### src/verilog/wake_ctl_consts.vh
// Purpose: constants for the wake and power plane controller
// Assumes: APB registers, one 32-bit word each
// Notes: offsets are byte addresses
`ifndef WAKE_CTL_CONSTS_VH
`define WAKE_CTL_CONSTS_VH
`define NUM_SRC 4
`define ADDR_W 8
`define OFF_CTRL 8'h00
`define OFF_SLEEP 8'h04
`define OFF_EN 8'h08
`define OFF_STAT 8'h0C
`define OFF_MODEM 8'h10
`define OFF_PLANE 8'h14
`define SRC_RING 0
`define B_MAIN 0
`define B_AUX 1
`define SLEEP_CMD 32'h0000_0001
`define PST_FULL_ON 2'h0
`define PST_LOW 2'h1
`define PST_INTER 2'h2
`define PST_OFF 2'h3
`define ST_RUN 2'h0
`define ST_SLEEP 2'h1
`define ST_RESUME 2'h2
`endif

### src/verilog/wake_event_power_plane_control.v
// Purpose: wake event capture, resume sequencing, power plane control
// Assumes: APB slave, single 50 MHz clock, wake inputs synchronous
// Notes: wake inputs are level requests from devices or bridges
//
// Notes on behaviour
// RULE1 - Wake detection and resume run in hardware, no processor needed.
// RULE2 - An enabled peripheral drives its bus wake indication to wake.
// RULE3 - Bridges forward wake indications upstream until core logic.
// RULE4 - Wake requests from sources whose enable is clear are ignored.
// RULE5 - Software-writable per-source enable bits arm each wake source.
// RULE6 - Enabled wake during sleep sets its status flag, then resumes; here resume comes first and the status flag is set a cycle later.
// RULE7 - Status flag stays set until software clears it.
// RULE8 - Modem states: full-on, low-power, intermediate as off, off.
// RULE9 - Software moves modem state by port open, close, answer, dial.
// RULE10 - Modem wake request only on ring with wake enable set.
// RULE11 - Isolation of each plane follows that plane's enable.
// RULE12 - Full-on needs both planes, low-power main only, off none.
// RULE13 - Aux plane enable stays low once commanded off until on.
// RULE14 - Low-power request line keeps controller context in low power.
// RULE15 - Off request line shuts down controller major functions.
// RULE16 - Modem present power state is readable by software.
// RULE17 - Incoming call line is a wake event source.
// RULE18 - Write of sleep command enters the sleeping state.
// RULE19 - Ring wake works from any modem state, no plane needed.
// RULE20 - Set status with set enable raises the event interrupt.
// RULE21 - Wake inputs are latched, then update status after resume.
//
// Our own choices: the address map and the APB interface to the registers.
`timescale 1ns/100ps
`include "wake_ctl_consts.vh"

module wake_event_power_plane_control (
    input wire clk, // 50 MHz clock
    input wire arst_n, // Async reset, active low
    input wire psel, // APB select
    input wire penable, // APB enable
    input wire pwrite, // APB write
    input wire [7:0] paddr, // APB byte address
    input wire [31:0] pwdata, // APB write data
    output reg [31:0] prdata, // APB read data
    output reg pready, // APB ready
    output reg pslverr, // APB error
    input wire [3:0] wake_req, // Wake requests, bit 0 unused
    input wire incoming_call_line, // Modem ring detect
    output reg os_event_interrupt, // Event interrupt to software
    output reg main_plane_enable, // Main power plane enable
    output reg auxiliary_plane_enable, // Auxiliary power plane enable
    output reg main_isolate, // Isolate main plane signals
    output reg aux_isolate, // Isolate aux plane signals
    output reg modem_low_power_request, // Modem low power request
    output reg modem_off_request, // Modem off request
    output reg sleeping, // Machine is asleep
    output reg resume_pulse // One cycle resume strobe
);

    function hit;
        input [7:0] a;
        input [7:0] off;
        begin
            hit = (a == off);
        end
    endfunction

    // Offsets that answer; anything else gets an error response
    function addr_mapped;
        input [7:0] a;
        begin
            case (a)
                `OFF_CTRL, `OFF_SLEEP, `OFF_EN: addr_mapped = 1'b1;
                `OFF_STAT, `OFF_MODEM, `OFF_PLANE: addr_mapped = 1'b1;
                default: addr_mapped = 1'b0;
            endcase
        end
    endfunction

    // Main plane is needed in full-on and in low power
    function needs_main;
        input [1:0] pst;
        begin
            needs_main = (pst == `PST_FULL_ON) | (pst == `PST_LOW);
        end
    endfunction

    // Auxiliary plane is needed in full-on only
    function needs_aux;
        input [1:0] pst;
        begin
            needs_aux = (pst == `PST_FULL_ON);
        end
    endfunction

    // Intermediate state behaves exactly like off
    function off_like;
        input [1:0] pst;
        begin
            off_like = (pst == `PST_OFF) | (pst == `PST_INTER);
        end
    endfunction

    // Status bits to set: held events at resume, live ones when awake
    function [`NUM_SRC-1:0] wake_set;
        input [1:0] st;
        input [`NUM_SRC-1:0] held;
        input [`NUM_SRC-1:0] live;
        begin
            wake_set = {`NUM_SRC{1'b0}};
            if (st == `ST_RESUME)
                wake_set = held;
            if (st != `ST_SLEEP)
                wake_set = wake_set | live;
        end
    endfunction

    // Plane register: commands low, live enables above them
    function [31:0] plane_word;
        input main_cmd;
        input aux_cmd;
        input main_en;
        input aux_en;
        begin
            plane_word = {28'h000_0000, aux_en, main_en, aux_cmd, main_cmd};
        end
    endfunction

    reg rst_s1_r;
    reg rst_n_r;
    always @(posedge clk or negedge arst_n) begin
        if (!arst_n) begin
            rst_s1_r <= 1'b0;
            rst_n_r <= 1'b0;
        end else begin
            rst_s1_r <= 1'b1;
            rst_n_r <= rst_s1_r;
        end
    end

    reg [`NUM_SRC-1:0] en_r; // RULE5
    reg [`NUM_SRC-1:0] stat_r;
    reg [`NUM_SRC-1:0] latch_r;
    reg [1:0] pstate_r;
    reg [1:0] st_r;
    reg [1:0] st_nxt;
    reg aux_cmd_r;
    reg main_cmd_r;

    wire [`NUM_SRC-1:0] raw_src;
    wire [`NUM_SRC-1:0] armed;
    wire wr_acc;
    wire rd_acc;
    wire mapped;
    reg [31:0] rd_nxt;

    // Ring is source 0; the rest come from bridges or devices
    assign raw_src = {wake_req[3:1], incoming_call_line}; // RULE17 RULE3
    // Disabled sources never reach the latch
    assign armed = raw_src & en_r; // RULE4 RULE10 RULE19

    wire wr_sleep;
    wire wr_en;
    wire wr_stat;
    wire wr_modem;
    wire wr_plane;

    // Writes land at the edge that completes the transfer
    assign wr_acc = psel & penable & pwrite & pready;
    // Read data is captured one edge early so it stands with pready
    assign rd_acc = psel & penable & ~pwrite & ~pready;
    assign mapped = addr_mapped(paddr);

    // One strobe per writable register
    assign wr_sleep = wr_acc & hit(paddr, `OFF_SLEEP);
    assign wr_en = wr_acc & hit(paddr, `OFF_EN);
    assign wr_stat = wr_acc & hit(paddr, `OFF_STAT);
    assign wr_modem = wr_acc & hit(paddr, `OFF_MODEM);
    assign wr_plane = wr_acc & hit(paddr, `OFF_PLANE);

    always @* begin
        st_nxt = st_r;
        case (st_r)
            `ST_RUN: begin
                // Only the exact command word puts the machine to sleep
                if (wr_sleep && pwdata == `SLEEP_CMD)
                    st_nxt = `ST_SLEEP; // RULE18
            end
            // Any armed event wakes; the processor takes no part
            `ST_SLEEP: begin
                if (|latch_r)
                    st_nxt = `ST_RESUME; // RULE1 RULE6
            end
            // Resume lasts one cycle while status takes the held events
            `ST_RESUME: st_nxt = `ST_RUN;
            default: st_nxt = `ST_RUN;
        endcase
    end

    reg [`NUM_SRC-1:0] latch_nxt;
    reg sleeping_nxt;
    reg resume_nxt;

    // Wake events are gathered only while asleep and dropped after use,
    // so an event seen while running cannot cut the next sleep short
    always @* begin
        latch_nxt = {`NUM_SRC{1'b0}};
        if (st_r == `ST_SLEEP)
            latch_nxt = latch_r | armed; // RULE21
        sleeping_nxt = (st_nxt == `ST_SLEEP);
        resume_nxt = (st_r == `ST_SLEEP) && (st_nxt == `ST_RESUME);
    end

    always @(posedge clk or negedge rst_n_r) begin
        if (!rst_n_r) begin
            st_r <= `ST_RUN;
            latch_r <= {`NUM_SRC{1'b0}};
            sleeping <= 1'b0;
            resume_pulse <= 1'b0;
        end else begin
            st_r <= st_nxt;
            latch_r <= latch_nxt;
            sleeping <= sleeping_nxt;
            resume_pulse <= resume_nxt; // RULE1
        end
    end

    reg [`NUM_SRC-1:0] en_nxt;
    reg [`NUM_SRC-1:0] stat_nxt;
    reg [1:0] pstate_nxt;
    reg aux_cmd_nxt;
    reg main_cmd_nxt;

    // Next values of the software-visible registers
    always @* begin
        en_nxt = en_r;
        stat_nxt = stat_r;
        pstate_nxt = pstate_r;
        main_cmd_nxt = main_cmd_r;
        aux_cmd_nxt = aux_cmd_r;
        if (wr_en)
            en_nxt = pwdata[`NUM_SRC-1:0]; // RULE5
        if (wr_modem)
            pstate_nxt = pwdata[1:0]; // RULE9
        if (wr_plane) begin
            main_cmd_nxt = pwdata[`B_MAIN];
            aux_cmd_nxt = pwdata[`B_AUX]; // RULE13
        end
        // Clear first and set after, so an event in the same cycle wins
        if (wr_stat)
            stat_nxt = stat_nxt & ~pwdata[`NUM_SRC-1:0]; // RULE7
        stat_nxt = stat_nxt | wake_set(st_r, latch_r, armed); // RULE6
    end

    always @(posedge clk or negedge rst_n_r) begin
        if (!rst_n_r) begin
            en_r <= {`NUM_SRC{1'b0}};
            stat_r <= {`NUM_SRC{1'b0}};
            pstate_r <= `PST_OFF;
            aux_cmd_r <= 1'b0;
            main_cmd_r <= 1'b0;
        end else begin
            en_r <= en_nxt;
            stat_r <= stat_nxt;
            pstate_r <= pstate_nxt;
            aux_cmd_r <= aux_cmd_nxt;
            main_cmd_r <= main_cmd_nxt;
        end
    end

    reg main_en_nxt;
    reg aux_en_nxt;
    reg main_iso_nxt;
    reg aux_iso_nxt;
    reg low_req_nxt;
    reg off_req_nxt;
    reg event_nxt;

    // Plane enables follow software commands and the modem state
    always @* begin
        main_en_nxt = main_cmd_r & needs_main(pstate_r); // RULE12
        aux_en_nxt = aux_cmd_r & needs_aux(pstate_r); // RULE12 RULE13
        // Isolation tracks its own plane so both switch on one edge
        main_iso_nxt = ~main_en_nxt; // RULE11
        aux_iso_nxt = ~aux_en_nxt; // RULE11
        low_req_nxt = (pstate_r == `PST_LOW); // RULE14
        off_req_nxt = off_like(pstate_r); // RULE8 RULE15
        event_nxt = |(stat_r & en_r); // RULE20
    end

    always @(posedge clk or negedge rst_n_r) begin
        if (!rst_n_r) begin
            main_plane_enable <= 1'b0;
            auxiliary_plane_enable <= 1'b0;
            main_isolate <= 1'b1;
            aux_isolate <= 1'b1;
            modem_low_power_request <= 1'b0;
            modem_off_request <= 1'b1;
            os_event_interrupt <= 1'b0;
        end else begin
            main_plane_enable <= main_en_nxt;
            auxiliary_plane_enable <= aux_en_nxt;
            main_isolate <= main_iso_nxt;
            aux_isolate <= aux_iso_nxt;
            modem_low_power_request <= low_req_nxt;
            modem_off_request <= off_req_nxt;
            os_event_interrupt <= event_nxt;
        end
    end

    always @* begin
        rd_nxt = 32'h0000_0000;
        case (paddr)
            `OFF_CTRL: rd_nxt = {30'h000_0000, st_r};
            `OFF_EN: rd_nxt = {28'h000_0000, en_r};
            `OFF_STAT: rd_nxt = {28'h000_0000, stat_r};
            `OFF_MODEM: rd_nxt = {30'h000_0000, pstate_r}; // RULE16
            `OFF_PLANE: rd_nxt = plane_word(main_cmd_r, aux_cmd_r,
                main_plane_enable, auxiliary_plane_enable);
            default: rd_nxt = 32'h0000_0000;
        endcase
    end

    reg pready_nxt;
    reg pslverr_nxt;

    // One wait state: pready answers at the second access edge
    always @* begin
        pready_nxt = psel & penable & ~pready;
        pslverr_nxt = psel & penable & ~pready & ~mapped;
    end

    always @(posedge clk or negedge rst_n_r) begin
        if (!rst_n_r) begin
            pready <= 1'b0;
            pslverr <= 1'b0;
            prdata <= 32'h0000_0000;
        end else begin
            pready <= pready_nxt;
            pslverr <= pslverr_nxt;
            if (rd_acc)
                prdata <= rd_nxt;
        end
    end

endmodule

### config.mk
export PLATFORM = sky130hd
export DESIGN_NAME = wake_event_power_plane_control
export DESIGN_NICKNAME = d
export VERILOG_FILES = /design/src/verilog/wake_event_power_plane_control.v
export VERILOG_INCLUDE_DIRS = /design/src /design/src/verilog
export SDC_FILE = /design/constraint.sdc
export NUM_CORES = 1
export LEC_CHECK = 0
export BUFFER_PORTS_ARGS = -buffer_cell sky130_fd_sc_hd__buf_2
export CORE_UTILIZATION = 51
export CTS_BUF_LIST = sky130_fd_sc_hd__clkbuf_2 sky130_fd_sc_hd__clkbuf_4 sky130_fd_sc_hd__clkbuf_8
export CTS_CLUSTER_SIZE = 30
export DETAILED_ROUTE_END_ITERATION = 10
export PLACE_DENSITY_LB_ADDON = 0.12
export SYNTH_ARGS = -nofsm -noshare
export SYNTH_HDL_FRONTEND = slang
export SYNTH_SLANG_ARGS = --single-unit
### constraint.sdc
create_clock -name clk -period 2.2 [get_ports clk]
set_clock_uncertainty 0.15 [all_clocks]
set_input_delay 0.11 -clock clk [delete_from_list [all_inputs] [get_ports clk]]
set_output_delay 0.11 -clock clk [all_outputs]
set_load 0.01 [all_outputs]
==> run metrics <==
result of the run finished, final reports clean; multi-input gate area in the final layout 835 um^2; commonest non-fill, non-tap cells in the layout sky130_fd_sc_hd__buf_2 (63), sky130_fd_sc_hd__conb_1 (29), sky130_fd_sc_hd__dfrtp_1 (29); largest incremental delay on the critical path 610 ps; static leakage 1.24 nW; clock-pin transition on the worst setup and hold timing paths ~100 ps; maximum resistive drop on vdd 0.380 mV; Initial DRC Count 47; root buffer selected by CTS sky130_fd_sc_hd__clkbuf_4; number of maximum-capacitance constraint violations 0; CTS tree built; sort of element at the start of the critical path flip-flop; Total Die Area 3880 um^2; Post-Place Worst Slack 436 ps; Initial Utilization 54.3%; total power of the final layout 1.28 mW; total of warnings raised by yosys 0; DIE WIDTH between 60 and 70 um; post-route clock period utilization around 96%; cells traversed along the worst timing path nor4_1 -> nand4_1 -> dlygate4sd3_1 -> o32ai_1; Critical Path RT 2280 ps; via count of the first global-routing pass 1500; setup violators final 0; initial antenna violation count 0; fraction of layout instances using a drive strength above 1 35.1%; average vias per placed instance between 4 and 5; final layout net count approximately 310; maximum count of clock buffers along a single path 2; number of flip-flops and latches in the synthesized netlist 35; capturing element type of the critical path flip-flop; die span in y between 60 and 70 um; Period minus WS final 2110 ps; insertion delay to the later sink of the worst-skew pair ~340 ps; # clock sinks 35; number of instances in the synthesized netlist 176; pin count of the biggest net entering global routing 34; Filler cells 279; highest clock rate 473 MHz; Sequential cell area 883 um^2; area share of the largest cell type after synthesis around 40%; drt drc 0; depth of the worst hold-timing path 4; GRT Resource Usage Total 23.0%; count of boundary I/O pins 93; netlist area before placement around 1900 um^2; RSZ-0062 raised after global routing no; core outline area 3420 um^2; Post-Route Hold Slack 51.8 ps; Antenna Violating Nets Remaining 0; via count approximately 1500; sequential cell area fraction in the yosys report 47.6%; total CTS buffers 5; PD cells about 530 nW/um^2; worst setup margin 86.2 ps; Buffers on Ports 63; dominant cell type by area after synthesis sky130_fd_sc_hd__dfrtp_1; cell at the slowest stage of the critical path sky130_fd_sc_hd__dlygate4sd3_1; endpoints failing hold 0; Final GP Congestion slightly below 0.8; length of the first detailed-routing pass in iterations 5; setup total negative slack 0 ps; total congestion overflow 0; classification of the worst setup path flip-flop to flip-flop; count of H-tree levels built during CTS 2; area added between synthesis and finish 29.7%; final design utilization 70.4%; cell count of the worst reg-to-reg path 4; largest cells by area after synthesis sky130_fd_sc_hd__dfrtp_1 (40%), sky130_fd_sc_hd__buf_4 (11%), sky130_fd_sc_hd__dfstp_2 (7.1%); Data arrival, critical path 2190 ps; cell row count 21; wire length of the first global-routing pass 6800 um; total length of routed wires 4080 um; commonest non-fill, non-tap cell in the layout sky130_fd_sc_hd__buf_2; biggest fanout along the worst timing path 10; half-perimeter wire length of the detailed placement result 2930 um; WL/cell 13.1 um; average cell area after synthesis 10.5 um^2; delay-heaviest family, CP buffers and inverters; antenna cell count 0; Unique masters post-synth 35; Crit path depth 4; path category of the worst min-delay check primary input to flip-flop; Buf+Inv Stages, Crit Path 1; Final Max Tran Viols 0
==> state kept, by name, indices dropped and copies added, names as in the netlist <==
name,flops
aux_cmd_r,1
aux_isolate,1
auxiliary_plane_enable,1
en_r,4
latch_r,4
main_cmd_r,1
main_isolate,1
main_plane_enable,1
modem_low_power_request,1
modem_off_request,1
needs_aux.pst,2
os_event_interrupt,1
prdata,4
pready,1
pslverr,1
resume_pulse,1
rst_n_r,1
rst_s1_r,1
sleeping,1
st_r,2
stat_r,4
==> cells in the mapped netlist <==
library cell and count:
sky130_fd_sc_hd__nor2b_1 5, sky130_fd_sc_hd__o21ai_0 8, sky130_fd_sc_hd__a21oi_1 4, sky130_fd_sc_hd__conb_1 2, sky130_fd_sc_hd__a21o_1 4, sky130_fd_sc_hd__nand2b_1 4, sky130_fd_sc_hd__nor4_1 7, sky130_fd_sc_hd__mux2i_1 6
sky130_fd_sc_hd__nand4_1 7, sky130_fd_sc_hd__nor4b_1 1, sky130_fd_sc_hd__and3_1 2, sky130_fd_sc_hd__a22o_1 2, sky130_fd_sc_hd__inv_1 3, sky130_fd_sc_hd__nor2_1 11, sky130_fd_sc_hd__nand2_1 7, sky130_fd_sc_hd__or3_1 1
sky130_fd_sc_hd__nand3_1 6, sky130_fd_sc_hd__or2_2 1, sky130_fd_sc_hd__clkbuf_1 5, sky130_fd_sc_hd__a2111oi_2 1, sky130_fd_sc_hd__nand2b_2 1, sky130_fd_sc_hd__buf_2 1, sky130_fd_sc_hd__nor3b_4 1, sky130_fd_sc_hd__and2_1 1
sky130_fd_sc_hd__dfstp_2 5, sky130_fd_sc_hd__buf_4 28, sky130_fd_sc_hd__mux2_2 6, sky130_fd_sc_hd__a22oi_1 5, sky130_fd_sc_hd__o32ai_1 2, sky130_fd_sc_hd__a311oi_1 2, sky130_fd_sc_hd__or4_1 2, sky130_fd_sc_hd__o21a_1 1
sky130_fd_sc_hd__mux2_1 2, sky130_fd_sc_hd__dfrtp_1 30, sky130_fd_sc_hd__nor4_4 2
==> metrics by stage <==
step                cell area, um^2  cells
floorplan                      1960    203
global placement               2120    281
detailed placement             2120    281
CTS                            2400    311
global route                   2400    311
finish                         2400    311
==> final timing paths <==
path,start,endpoint,slack (ps)
hold reg to reg,rst_n_r$_DFF_PN0_,latch_r[1]$_DFF_PN0_,120
setup / recovery,st_r[1]$_DFF_PN0_,sleeping$_DFF_PN0_,90
hold / removal,paddr[6],pslverr$_DFF_PN0_,50
min in group asynchronous,rst_n_r$_DFF_PN0_,latch_r[1]$_DFF_PN0_,120
setup reg to reg,st_r[1]$_DFF_PN0_,sleeping$_DFF_PN0_,90
max in group asynchronous,arst_n,rst_n_r$_DFF_PN0_,1300
==> worst register-to-register path, delay by kind of cell (launching register included) <==
kind                   cells  cell delay (ps)
AO/OA/AOI/OAI              1              340
buffers and inverters      1              610
flip-flops                 1              500
AND/OR/NAND/NOR            2              420
==> power by group <==
part	leakage, nW	internal, mW	total [mW]	switching, mW
logic	0.747	0.0873	0.214	0.127
registers	0.452	0.669	0.695	0.0262
clock network	0.0368	0.164	0.367	0.203
total	1.24	0.921	1.28	0.356
==> cell families after synthesis <==
| family | Yosys count | synth area share (%) |
|---|---|---|
| AOI/OAI and AO/OA | 29 | 10.9 |
| and+or+nand+nor | 59 | 19.8 |
| DFF | 35 | 47.6 |
| other | 2 | 0.405 |
| muxes | 14 | 8.10 |
| buffers and inverters | 37 | 13.2 |
==> final cells by class <==
cell class | count | area share, %
Sequential cell | 35 | 36.7
Multi-Input combinational cell | 131 | 34.7
Timing Repair Buffer | 88 | 23.2
Clock buffer | 8 | 2.50
Tap cell | 46 | 2.39
Inverter | 3 | 0.468
==> repair_timing <==
item,4_1_cts,5_1_grt
setup buffers,0,0
hold buffers,22,0
endpoints found under the setup margin,0,2
gates resized for setup,0,2
hold endpoints to repair,22,0
==> metal layers <==
layer	vias up	global-route usage (%)	wire length (um)
li1	748	-	-
met3	11	6.99	189
met4	0	7.85	69
met1	734	27.3	1690
met5	-	0	0
met2	48	39.4	2140
Power figures use the tool's default switching activity.
